## config.mk

```make
export PLATFORM = sky130hd
export DESIGN_NAME = ustr_top
export DESIGN_NICKNAME = d
export VERILOG_FILES = /design/src/rtl/ustr_pkg.sv /design/src/rtl/ustr_baud.sv /design/src/rtl/ustr_sync.sv /design/src/rtl/ustr_top.sv
export SDC_FILE = /design/constraint.sdc
export NUM_CORES = 1
export LEC_CHECK = 0
export ABC_AREA = 1
export BUFFER_PORTS_ARGS = -buffer_cell sky130_fd_sc_hd__buf_2
export CORE_ASPECT_RATIO = 2
export CORE_MARGIN = 2
export CORE_UTILIZATION = 45
export DETAILED_ROUTE_END_ITERATION = 10
export SYNTH_ARGS = -nofsm -noshare
export SYNTH_HDL_FRONTEND = slang
export SYNTH_HIERARCHICAL = 1
export SYNTH_SLANG_ARGS = --single-unit
```

## constraint.sdc

```tcl
create_clock -name clk_i -period 7.7 [get_ports clk_i]
set_clock_uncertainty 0.1 [all_clocks]
set_input_delay 0.77 -clock clk_i [delete_from_list [all_inputs] [get_ports clk_i]]
set_output_delay 0.77 -clock clk_i [all_outputs]
set_load 0.1 [all_outputs]
```

## src/rtl/ustr_pkg.sv

```systemverilog
// How it works
// - buffer-empty flag is set when transmit buffer empty, cleared while it holds data
// - buffer-empty interrupt requested while its enable, the global enable and the flag are set
// - writing the data register while transmit is enabled loads the transmit buffer and clears buffer-empty
// - transmit-complete sets after the frame shifted out with no buffered data
// - transmit-complete clears on interrupt service or on software writing one
// - transmit-complete interrupt requested while its enable, the global enable and the flag are set
// - parity-enable inserts computed parity after last data bit, before stop bit
// - transmitter disable waits until buffer and shifter are empty, then releases pin
// - receive enable hands the receive pin to the receiver
// - synchronous mode receiver clocks on the external serial clock pin
// - reception starts on valid start bit, samples up to first stop bit only
// - after first stop bit the frame moves into the receive buffer
// - unused upper data bits read as zero for characters below eight bits
// - nine-bit mode stores ninth bit and error flags in the fifo per frame
// - shifter loads next character when idle or right after last stop bit
// - frame: start, data lsb first, optional parity, one or two stops; idle high
package ustr_pkg;
  // ======================================================
  // register map (word aligned byte addresses)
  localparam logic [3:0] ADDR_DATA = 4'h0;
  localparam logic [3:0] ADDR_CSA = 4'h4;
  localparam logic [3:0] ADDR_CSB = 4'h8;
  localparam logic [3:0] ADDR_CSC = 4'hc;
  localparam logic [3:0] ADDR_BAUD = 4'h0;
  // ======================================================
  // status register a bits
  localparam int CSA_PE = 2;
  localparam int CSA_DOR = 3;
  localparam int CSA_FE = 4;
  localparam int CSA_UDRE = 5;
  localparam int CSA_TXC = 6;
  localparam int CSA_RXC = 7;
  // control register b bits
  localparam int CSB_TX_NINTH_BIT = 0;
  localparam int CSB_RXB8 = 1;
  localparam int CSB_SZ2 = 2;
  localparam int CSB_TRANSMITTER_ENABLE = 3;
  localparam int CSB_RXEN = 4;
  localparam int CSB_UDRIE = 5;
  localparam int CSB_TXCIE = 6;
  localparam int CSB_RXCIE = 7;
  // control register c bits
  localparam int CSC_SZ0 = 1;
  localparam int CSC_STOP2 = 3;
  localparam int CSC_PM0 = 4;
  localparam int CSC_PM1 = 5;
  localparam int CSC_SYNC = 6;
  localparam int CSC_GIE = 7;
  // ======================================================
  // reset values
  localparam logic [7:0] CSB_RST = 8'h00;
  localparam logic [7:0] CSC_RST = 8'h06;
  localparam logic [11:0] BAUD_RST = 12'h000;
  localparam logic [3:0] SZ_NINE = 4'h7;
  localparam int RX_FIFO_DEPTH = 2;
endpackage

```

## src/rtl/ustr_baud.sv

```systemverilog
`timescale 1ns/1ps
`default_nettype none
module ustr_baud (
  input wire logic clk_i,
  input wire logic rst_i,
  input wire logic [11:0] div_i,
  output logic tick_o
);
  logic [11:0] cnt_reg;
  logic [11:0] cnt_next;
  logic tick_reg;
  logic tick_next;
  // ======================================================
  // shared divider: one tick per div_i+1 clocks
  always_comb begin
    tick_next = 1'b0;
    cnt_next = cnt_reg - 12'h001;
    if (cnt_reg == 12'h000) begin
      cnt_next = div_i;
      tick_next = 1'b1;
    end
  end
  always_ff @(posedge clk_i) begin
    if (rst_i) begin
      cnt_reg <= 12'h000;
      tick_reg <= 1'b0;
    end else begin
      cnt_reg <= cnt_next;
      tick_reg <= tick_next;
    end
  end
  assign tick_o = tick_reg;
endmodule
`default_nettype wire

```

## src/rtl/ustr_sync.sv

```systemverilog
`timescale 1ns/1ps
`default_nettype none
module ustr_sync (
  input wire logic clk_i,
  input wire logic rst_i,
  input wire logic d_i,
  output logic q_o
);
  logic [2:0] sh_reg;
  logic q_reg;
  // ======================================================
  // three stages; the value changes once stages two and three agree
  always_ff @(posedge clk_i) begin
    if (rst_i) begin
      sh_reg <= 3'h7;
      q_reg <= 1'b1;
    end else begin
      sh_reg <= {sh_reg[1:0], d_i};
      if (sh_reg[1] == sh_reg[2]) begin
        q_reg <= sh_reg[2];
      end
    end
  end
  assign q_o = q_reg;
endmodule
`default_nettype wire

```

## src/rtl/ustr_top.sv

```systemverilog
`timescale 1ns/1ps
`default_nettype none
module ustr_top (
  input wire logic clk_i,
  input wire logic rst_i,
  input wire logic wb_cyc_i,
  input wire logic wb_stb_i,
  input wire logic wb_we_i,
  input wire logic [4:0] wb_adr_i,
  input wire logic [3:0] wb_sel_i,
  input wire logic [31:0] wb_dat_i,
  output logic [31:0] wb_dat_o,
  output logic wb_ack_o,
  input wire logic serial_in_pin_i,
  input wire logic serial_clock_pin_i,
  input wire logic tx_irq_ack_i,
  output logic serial_out_pin_o,
  output logic serial_out_pin_oe_o,
  output logic serial_in_pin_used_o,
  output logic irq_tx_empty_o,
  output logic irq_tx_complete_o,
  output logic irq_rx_complete_o
);
  localparam int DEPTH = ustr_pkg::RX_FIFO_DEPTH;
  // the pop logic only moves entry one into entry zero
  if (DEPTH != 2) begin : g_depth_chk
    $error("receive fifo depth must be 2");
  end
  // ======================================================
  // bus and registers
  logic [7:0] csb_reg, csb_next;
  logic [7:0] csc_reg, csc_next;
  logic [11:0] baud_reg, baud_next;
  logic ack_reg, ack_next;
  logic [31:0] rdat_reg, rdat_next;
  logic [8:0] txbuf_reg, txbuf_next;
  logic txfull_reg, txfull_next;
  logic txc_reg, txc_next;
  logic txact_reg, txact_next;
  logic [11:0] txsh_reg, txsh_next;
  logic [3:0] txcnt_reg, txcnt_next;
  logic tx_reg, tx_next;
  logic txoe_reg, txoe_next;
  logic irq_e_reg, irq_c_reg, irq_r_reg;
  logic tick, rxd, sck, sck_d_reg;
  logic [3:0] nbits;
  logic [3:0] tot;
  logic par_en, par_odd, transmitter_enable_eff, sync_mode;
  logic wr, rd, bus_req;
  logic [3:0] baddr;
  ustr_baud u_baud (
    .clk_i(clk_i),
    .rst_i(rst_i),
    .div_i(baud_reg),
    .tick_o(tick)
  );
  ustr_sync u_rxd (
    .clk_i(clk_i),
    .rst_i(rst_i),
    .d_i(serial_in_pin_i),
    .q_o(rxd)
  );
  ustr_sync u_sck (
    .clk_i(clk_i),
    .rst_i(rst_i),
    .d_i(serial_clock_pin_i),
    .q_o(sck)
  );
  wire logic [3:0] szcode = {1'b0, csb_reg[ustr_pkg::CSB_SZ2], csc_reg[2:1]};
  wire logic nine = (szcode == ustr_pkg::SZ_NINE);
  always_comb begin
    case (szcode[1:0])
      2'h0: nbits = 4'h5;
      2'h1: nbits = 4'h6;
      2'h2: nbits = 4'h7;
      default: nbits = 4'h8;
    endcase
    if (nine) begin
      nbits = 4'h9;
    end
  end
  assign par_en = csc_reg[ustr_pkg::CSC_PM1];
  assign par_odd = csc_reg[ustr_pkg::CSC_PM0];
  assign sync_mode = csc_reg[ustr_pkg::CSC_SYNC];
  assign bus_req = wb_cyc_i & wb_stb_i & ~ack_reg;
  assign wr = bus_req & wb_we_i & wb_sel_i[0];
  assign rd = bus_req & ~wb_we_i;
  // the baud word decodes to a code that no 8-bit register uses
  assign baddr = wb_adr_i[4] ? 4'h1 : {wb_adr_i[3:2], 2'h0};
  // ======================================================
  // receiver state and fifo
  logic [8:0] fd_reg [DEPTH];
  logic [2:0] fs_reg [DEPTH];
  logic [8:0] fd_next [DEPTH];
  logic [2:0] fs_next [DEPTH];
  logic [1:0] fcnt_reg, fcnt_next;
  logic rxact_reg, rxact_next;
  logic [3:0] rxcnt_reg, rxcnt_next;
  logic [3:0] rxph_reg, rxph_next;
  logic [9:0] rxsh_reg, rxsh_next;
  logic dor_reg, dor_next;
  logic rx_bit_tick;
  wire logic rxen = csb_reg[ustr_pkg::CSB_RXEN];
  wire logic rxd_in = rxen ? rxd : 1'b1;
  always_ff @(posedge clk_i) begin
    if (rst_i) begin
      sck_d_reg <= 1'b0;
    end else begin
      sck_d_reg <= sck;
    end
  end
  // sync mode samples on the external clock, else on the shared tick
  assign rx_bit_tick = sync_mode ? (sck & ~sck_d_reg) : tick;
  assign tot = nbits + {3'h0, par_en};
  always_comb begin
    logic [8:0] dmask;
    logic perr;
    logic fe;
    dmask = 9'h000;
    perr = 1'b0;
    fe = 1'b0;
    rxact_next = rxact_reg;
    rxcnt_next = rxcnt_reg;
    rxph_next = rxph_reg;
    rxsh_next = rxsh_reg;
    dor_next = dor_reg;
    fcnt_next = fcnt_reg;
    for (int i = 0; i < DEPTH; i++) begin
      fd_next[i] = fd_reg[i];
      fs_next[i] = fs_reg[i];
    end
    // data read advances the fifo
    if (rd && baddr == ustr_pkg::ADDR_DATA && fcnt_reg != 2'h0) begin
      fd_next[0] = fd_reg[1];
      fs_next[0] = fs_reg[1];
      fcnt_next = fcnt_reg - 2'h1;
    end
    if (rx_bit_tick) begin
      if (!rxact_reg) begin
        if (!rxd_in) begin
          rxact_next = 1'b1;
          rxcnt_next = 4'h0;
          rxsh_next = 10'h000;
          if (fcnt_next == 2'(DEPTH)) begin
            dor_next = 1'b1;
          end
        end
      end else if (rxcnt_reg != tot) begin
        // lsb first: shift right from the top
        rxsh_next = {rxd_in, rxsh_reg[9:1]};
        rxcnt_next = rxcnt_reg + 4'h1;
      end else begin
        // first stop bit; a second one is ignored as idle
        rxact_next = 1'b0;
        fe = ~rxd_in;
        for (int b = 0; b < 9; b++) begin
          dmask[b] = (4'(b) < nbits);
        end
        rxsh_next = rxsh_reg >> (4'hA - tot);
        perr = par_en & (^(rxsh_next[8:0] & dmask) ^ par_odd ^ rxsh_next[nbits]);
        if (fcnt_next != 2'(DEPTH)) begin
          fd_next[fcnt_next[0]] = rxsh_next[8:0] & dmask;
          fs_next[fcnt_next[0]] = {fe, dor_reg, perr};
          fcnt_next = fcnt_next + 2'h1;
          dor_next = 1'b0;
        end
      end
    end
    if (!rxen) begin
      rxact_next = 1'b0;
      fcnt_next = 2'h0;
    end
  end
  always_ff @(posedge clk_i) begin
    if (rst_i) begin
      rxact_reg <= 1'b0;
      rxcnt_reg <= 4'h0;
      rxph_reg <= 4'h0;
      rxsh_reg <= 10'h000;
      dor_reg <= 1'b0;
      fcnt_reg <= 2'h0;
      for (int i = 0; i < DEPTH; i++) begin
        fd_reg[i] <= 9'h000;
        fs_reg[i] <= 3'h0;
      end
    end else begin
      rxact_reg <= rxact_next;
      rxcnt_reg <= rxcnt_next;
      rxph_reg <= rxph_next;
      rxsh_reg <= rxsh_next;
      dor_reg <= dor_next;
      fcnt_reg <= fcnt_next;
      fd_reg <= fd_next;
      fs_reg <= fs_next;
    end
  end
  // ======================================================
  // transmitter
  wire logic transmitter_enable_bit = csb_reg[ustr_pkg::CSB_TRANSMITTER_ENABLE];
  // disable deferred until buffer and shifter drain
  assign transmitter_enable_eff = transmitter_enable_bit | txfull_reg | txact_reg;
  always_comb begin
    logic [8:0] d;
    logic p;
    d = 9'h000;
    p = 1'b0;
    txbuf_next = txbuf_reg;
    txfull_next = txfull_reg;
    txc_next = txc_reg;
    txact_next = txact_reg;
    txsh_next = txsh_reg;
    txcnt_next = txcnt_reg;
    tx_next = tx_reg;
    txoe_next = transmitter_enable_eff;
    if (wr && baddr == ustr_pkg::ADDR_CSA && wb_dat_i[ustr_pkg::CSA_TXC]) begin
      txc_next = 1'b0;
    end
    if (irq_c_reg && tx_irq_ack_i) begin
      txc_next = 1'b0;
    end
    if (wr && baddr == ustr_pkg::ADDR_DATA && transmitter_enable_bit) begin
      txbuf_next = {csb_reg[ustr_pkg::CSB_TX_NINTH_BIT], wb_dat_i[7:0]};
      txfull_next = 1'b1;
    end
    if (tick) begin
      if (txact_reg) begin
        tx_next = txsh_reg[0];
        txsh_next = {1'b1, txsh_reg[11:1]};
        txcnt_next = txcnt_reg - 4'h1;
        if (txcnt_reg == 4'h1) begin
          txact_next = 1'b0;
          if (!txfull_reg) begin
            txc_next = 1'b1;
          end
        end
      end
      if ((!txact_reg || txcnt_reg == 4'h1) && txfull_reg) begin
        for (int b = 0; b < 9; b++) begin
          d[b] = txbuf_reg[b] & (4'(b) < nbits);
        end
        p = (^d) ^ par_odd;
        // stop bits fill from the idle-high top of the shifter
        txsh_next = 12'hfff;
        txsh_next[9:0] = {d, 1'b0} | ~(10'h3ff >> (4'h9 - nbits));
        if (par_en) begin
          txsh_next[nbits + 4'h1] = p;
        end
        txcnt_next = 4'h2 + tot + {3'h0, csc_reg[ustr_pkg::CSC_STOP2]};
        txact_next = 1'b1;
        txfull_next = 1'b0;
      end
    end
    if (!txact_next) begin
      tx_next = 1'b1;
    end
  end
  always_ff @(posedge clk_i) begin
    if (rst_i) begin
      txbuf_reg <= 9'h000;
      txfull_reg <= 1'b0;
      txc_reg <= 1'b0;
      txact_reg <= 1'b0;
      txsh_reg <= 12'hfff;
      txcnt_reg <= 4'h0;
      tx_reg <= 1'b1;
      txoe_reg <= 1'b0;
    end else begin
      txbuf_reg <= txbuf_next;
      txfull_reg <= txfull_next;
      txc_reg <= txc_next;
      txact_reg <= txact_next;
      txsh_reg <= txsh_next;
      txcnt_reg <= txcnt_next;
      tx_reg <= tx_next;
      txoe_reg <= txoe_next;
    end
  end
  // ======================================================
  // register writes, reads and interrupt requests
  logic [7:0] csa_val;
  logic irq_e_next, irq_c_next, irq_r_next;
  wire logic gie = csc_reg[ustr_pkg::CSC_GIE];
  always_comb begin
    csa_val = 8'h00;
    csa_val[ustr_pkg::CSA_RXC] = (fcnt_reg != 2'h0);
    csa_val[ustr_pkg::CSA_TXC] = txc_reg;
    csa_val[ustr_pkg::CSA_UDRE] = ~txfull_reg;
    csa_val[ustr_pkg::CSA_FE] = fs_reg[0][2];
    csa_val[ustr_pkg::CSA_DOR] = fs_reg[0][1];
    csa_val[ustr_pkg::CSA_PE] = fs_reg[0][0];
    csb_next = csb_reg;
    csc_next = csc_reg;
    baud_next = baud_reg;
    ack_next = bus_req;
    rdat_next = 32'h0000_0000;
    // writes to status register a touch only the clear-by-one bit
    if (wr) begin
      case (baddr)
        ustr_pkg::ADDR_CSB: csb_next = wb_dat_i[7:0];
        ustr_pkg::ADDR_CSC: csc_next = wb_dat_i[7:0];
        default: csb_next = csb_reg;
      endcase
      if (wb_adr_i[4] && wb_sel_i[1]) begin
        baud_next = wb_dat_i[11:0];
      end else if (wb_adr_i[4]) begin
        baud_next = {baud_reg[11:8], wb_dat_i[7:0]};
      end
    end
    if (rd) begin
      if (wb_adr_i[4]) begin
        rdat_next = {20'h00000, baud_reg};
      end else begin
        case (baddr)
          ustr_pkg::ADDR_DATA: rdat_next = {24'h000000, fd_reg[0][7:0]};
          ustr_pkg::ADDR_CSA: rdat_next = {24'h000000, csa_val};
          ustr_pkg::ADDR_CSB: rdat_next = {24'h000000, csb_reg[7:2], fd_reg[0][8], csb_reg[0]};
          default: rdat_next = {24'h000000, csc_reg};
        endcase
      end
    end
    irq_e_next = gie & csb_reg[ustr_pkg::CSB_UDRIE] & ~txfull_reg;
    irq_c_next = gie & csb_reg[ustr_pkg::CSB_TXCIE] & txc_reg;
    irq_r_next = gie & csb_reg[ustr_pkg::CSB_RXCIE] & (fcnt_reg != 2'h0);
  end
  always_ff @(posedge clk_i) begin
    if (rst_i) begin
      csb_reg <= ustr_pkg::CSB_RST;
      csc_reg <= ustr_pkg::CSC_RST;
      baud_reg <= ustr_pkg::BAUD_RST;
      ack_reg <= 1'b0;
      rdat_reg <= 32'h0000_0000;
      irq_e_reg <= 1'b0;
      irq_c_reg <= 1'b0;
      irq_r_reg <= 1'b0;
    end else begin
      csb_reg <= csb_next;
      csc_reg <= csc_next;
      baud_reg <= baud_next;
      ack_reg <= ack_next;
      rdat_reg <= rdat_next;
      irq_e_reg <= irq_e_next;
      irq_c_reg <= irq_c_next;
      irq_r_reg <= irq_r_next;
    end
  end
  assign wb_ack_o = ack_reg;
  assign wb_dat_o = rdat_reg;
  assign serial_out_pin_o = tx_reg;
  assign serial_out_pin_oe_o = txoe_reg;
  assign serial_in_pin_used_o = csb_reg[ustr_pkg::CSB_RXEN];
  assign irq_tx_empty_o = irq_e_reg;
  assign irq_tx_complete_o = irq_c_reg;
  assign irq_rx_complete_o = irq_r_reg;
endmodule
`default_nettype wire

```

# [Word level (Yosys, flattened, before mapping)]
# Cells that the tools add are included.
[word_totals] out_inout_bits=39 inputBits=49 wordCells=222 ff_bits=158
[classes] n_lt_le_gt_ge=14 eq_ne=16 shifts=2 add_sub_neg=11 mux=69 n_bitwise=40 reduce_logical=36
[op_table] op="12-bit 2-to-1 mux" count=6
[op_table] op="18-bit 2-to-1 mux" count=4
[op_table] op="10-bit 2-to-1 mux" count=3
[op_table] op="4-bit 2-to-1 mux" count=7
[op_table] op="1-bit 2-to-1 mux" count=26
[op_table] op="6-bit 2-to-1 mux" count=4
[op_table] op="8-bit case mux with 3 select lines" count=1
[op_table] op="1-bit AND" count=22
[op_table] op="18-bit bitwise mux" count=1
[op_table] op="9-bit 2-to-1 mux" count=2
[op_table] op="9-bit XOR reduction" count=2
[op_table] op="3-bit by 4-bit < comparator with 1-bit output, first input constant" count=4
[op_table] op="2-bit AND reduction" count=7
[op_table] op="12-bit bitwise mux" count=1
[op_table] op="12-bit zero test" count=1
[op_table] op="4-bit case mux with 3 select lines" count=1
[op_table] op="12-bit by 1-bit subtractor with 12-bit output, second input constant" count=1
[op_table] op="1-bit logical AND" count=11
[op_table] op="4-bit by 5-bit < comparator with 1-bit output, second input constant" count=2
[op_table] op="2-bit 2-to-1 mux" count=5
[op_table] op="10-bit NOT" count=1
[op_table] op="10-bit OR" count=1
[op_table] op="10-bit by 4-bit right shift with 10-bit output" count=1
[op_table] op="10-bit by 4-bit right shift with 10-bit output, first input constant" count=1
[op_table] op="other kinds (45)" count=73

# [Depth between registers and ports, before layout]
[logic_depth] ltp_word=16 mapped_depth=27 ltp_nobuf=27

# [By module]
# Netlist, hierarchy kept.
[modules_own_cells] module="ustr_top" cells_each=873 n_inst=1 seq_area_each_um2=2322.2 area_each_um2=6301.0
[modules_own_cells] module="ustr_baud" cells_each=126 n_inst=1 seq_area_each_um2=260.2 area_each_um2=833.3
[modules_own_cells] module="ustr_sync" cells_each=15 n_inst=2 seq_area_each_um2=80.1 area_each_um2=128.9

# [Worst setup path after synthesis]
# OpenSTA, ideal clock, no wires.
[synth_timing] path_kind="register to register" startpoint="register csc_reg[2]" endpoint="register (tool-made name)" synth_period_minus_slack_ns=3.355 t_arrival_ns=3.189 path_stages_with_launch=26 n_path_buf=1 slack_ns=4.345 path_cell_list="dfxtp_1 ha_1 buf_4 nand2_2 nand3_2 ha_1 inv_1 fa_1 inv_1 ha_1 inv_2 nor2_1 nor2_1 nor2_2 nand3_2 inv_2 nand2_1 nand3_1 nand2_1 nand2_1 nand2_1 nand2_1 nand2_1 nand2_1 nand3_2 a21oi_2"
[synth_rtl] element="start: declaration" line="ustr_top.sv:32" source="logic [7:0] csc_reg, csc_next;"
[synth_rtl] element="start signal: assignment" line="ustr_top.sv:328" source="csc_reg <= ustr_pkg::CSC_RST;"
[synth_rtl] element="start signal: assignment" line="ustr_top.sv:337" source="csc_reg <= csc_next;"

==> impl_metrics.py <==
metrics = {
    "synth": {
        "ys_types": 55,
        "synth-seq-area-share_pct": 37.1,
        "netlist_area_sq_um": 7390,
        "postSynthAreaPerCell_sq_um": 7.18,
        "yosysWarningCount": 6,
        "netlist_instances": 1029,
        "synth.ff_latch_count": 137,
    },
    "clock_tree": {
        "cts.sinks": 137,
        "cts-buffers-inserted": 17,
        "post-cts-setup-buffer-count": 0,
        "clock_latency_ps": 420,
        "clk_pin_slew_ps": 60,
        "cts_root_buf": "clkbuf_16",
        "ctsHoldBuffers": 0,
        "cts_resized": 0,
        "cts_buffer_depth": 2,
        "htree_levels": 4,
        "cts_tree": "done",
    },
    "detailed_routing": {
        "drc_errors": 0,
        "final_antenna_net_count": 0,
        "drt-total-wl_mm": 20.2,
        "wl_per_cell_um": 15.7,
        "drt_first_pass_iters": 4,
        "vias": 6637,
        "drtIter0Drc": 352,
        "vias_per_cell": 5.17,
    },
    "critical_path": {
        "reg2reg_slack_ps": 3410,
        "critical-path-max-stage-delay_ps": 590,
        "path_buf_inv": 5,
        "worstSetupStartpointType": "register",
        "crit_required_ps": 7910,
        "cp_max_fo": 22,
        "worst_setup_path_end_kind": "register",
        "reg2reg_from": "csc_reg[2]",
        "crit_chain": "ha_1, nand2_2, nand3_2, ha_1, inv_1, fa_1, xor2_1, nand3_2, nor2_4, inv_2, nor2_8, inv_4, nor2_4, inv_2, nor2_4, inv_1, o21ai_0, a21oi_1",
        "critPathTopFamily": "simple AND/OR/NAND/NOR gates",
        "path_depth": 18,
        "critPathMostFrequentCell": "nor2_4",
        "reg2reg_depth": 18,
        "worstSetupStartpoint": "csc_reg[2]",
        "cp.arrival_ps": 4500,
        "crit_path_top_delay_cell": "fa_1",
        "path_class": "reg2reg",
    },
    "cells_and_area": {
        "antenna_cells": 0,
        "layout-drive-gt1-share_pct": 15.1,
        "finalNetCount": 1136,
        "areaGrowthSynthToFinish_pct": 11.5,
    },
    "pwr": {
        "power_density_nw_per_um2": 247,
        "peakVddDrop_mv": 0.159,
        "p_leak_uw": 0.00360,
    },
    "die": {
        "ios": 88,
        "num_rows": 66,
        "die_area_sq_um": 17500,
        "start_util_pct": 45.7,
        "die_h_um": 185,
        "coreArea_sq_um": 16200,
        "fp.dieW_um": 94.6,
    },
    "hold_path": {
        "hp-class": "reg2reg",
        "hold_depth": 1,
    },
    "timing": {
        "worstMarginPinSlew_ps": 766,
        "worst_slack_ps": 3410,
        "max_freq_mhz": 233,
        "rsz0062_at_grt": "false",
        "fin_crit_ps": 4290,
        "slew_headroom_pct": 48.6,
        "finalSetupViolCount": 0,
        "setup_tns_ps": 0,
        "slew_violations": 0,
        "finalCritPeriodShare_pct": 55.7,
        "hold_viol": 0,
    },
    "outcome": {
        "outcome": "complete, no violations",
    },
    "global_route": {
        "overflow": 0,
        "grtUsageTotal_pct": 24.2,
        "antenna_found_initial": 0,
        "grt_max_degree": 73,
        "grt_pass1_vias": 6415,
        "grt_pass1_wl_mm": 32.2,
    },
    "placed_design": {
        "dpl.hpwl_mm": 15.4,
        "dp_slack_ps": 3440,
        "portBuffers": 43,
        "gp_congestion": 0.886,
    },
    "flow_run": {
        "drv_cap": 0,
    },
}
[per-layer routing]
layer  vias up  GRT usage, %  part of all wire [%]
met2       114          46.4                    56
met1      3055          22.6                    36
met3        58          4.07                   2.3
li1       3410             -                     -
met5         -             0                     0
met4         0          15.7                   6.3
[per-stage QoR]
stage,total power (uW),util (%),cell area [sq um],hold WS [ps],std cells
floorplan,1170,-,7460,285,1048
global placement,1250,47.4,7680,290,1251
detailed placement,1260,47.4,7680,297,1251
CTS,2050,50.9,8240,314,1283
global route,2130,50.9,8240,328,1283
finish,2030,50.9,8240,310,1283
[layout by cell type (no fill, tap or decap), types with 27 or more instances in the layout]
master   netlist  routed
dfxtp_1      137     137
buf_2          2      43
a21oi_1       63      63
nor2_1       123     123
nand2_1      178     178
o21ai_0       91      91
inv_1        116     116
o21ai_1       27      27
nand3_1       55      55
[power breakdown]
group | total, uW | internal [uW] | switching (uW)
Combinational | 450 | 142 | 309
Sequential | 792 | 750 | 41.2
Clock | 790 | 451 | 339
[synthesized netlist by cell type (all sizes together)]
library cell  instances  area [sq um]
nand2               190           758
nor2                141           642
dfxtp               137          2740
inv                 133           504
o21ai               119           599
a21oi                75           420
nand3                66           400
buf                  31           228
ha                   20           250
clkbuf               18          67.6
nor3                 14          80.1
a31oi                11          68.8
a221oi               10          87.6
xnor2                 8          70.1
xor2                  8          70.1
nand4                 7          50.1
a211oi                5          37.5
mux2                  5          56.3
o211ai                4          30.0
o22ai                 4          25.0
or2                   4          25.0
nor3b                 3          27.5
clkinv                2          8.75
o221ai                2          17.5
a21o                  1          7.51
a22o                  1          8.76
a311oi                1          15.0
a41oi                 1          8.76
and2                  1          7.51
and3                  1          6.26
conb                  1          3.75
fa                    1          20.0
o2111ai               1          8.76
o21a                  1          7.51
o21bai                1          7.51
xnor3                 1          23.8
[how the worst min path moves through the flow]
stage / from / to / slack [ps]
2_1_floorplan: u_rxd/sh_reg[0] / u_rxd/sh_reg[1] / 290
3_3_place_gp: u_rxd/sh_reg[0] / u_rxd/sh_reg[1] / 290
3_5_place_dp: u_rxd/sh_reg[0] / u_rxd/sh_reg[1] / 300
4_1_cts: u_rxd/sh_reg[0] / u_rxd/sh_reg[1] / 310
5_1_grt: u_rxd/sh_reg[0] / u_rxd/sh_reg[1] / 330
6_report: u_sck/sh_reg[0] / u_sck/sh_reg[1] / 310
[cell type report]
| class | instances | area, sq um |
|---|---|---|
| Sequential cell | 137 | 2740 |
| Clock inverter | 14 | 138 |
| Multi-Input combinational cell | 727 | 3910 |
| Timing Repair Buffer | 48 | 253 |
| Clock buffer | 18 | 429 |
| Fill cell | 1693 | 7940 |
| Tap cell | 204 | 255 |
| Inverter | 135 | 513 |
[logic make-up (layout without fill, tap and decap cells)]
family	Yosys count	in the layout	share of synthesized area, %
and+or+nand+nor	427	427	27.0
muxes	5	5	0.762
other	1	20	0.0507
buffers and inverters	184	215	10.9
adders and majority gates	21	21	3.66
AOI/OAI and AO/OA	237	237	18.3
DFF	137	137	37.1
xor gates and xnor gates	17	17	2.22
No activity file was read; power rests on OpenSTA's default activity.
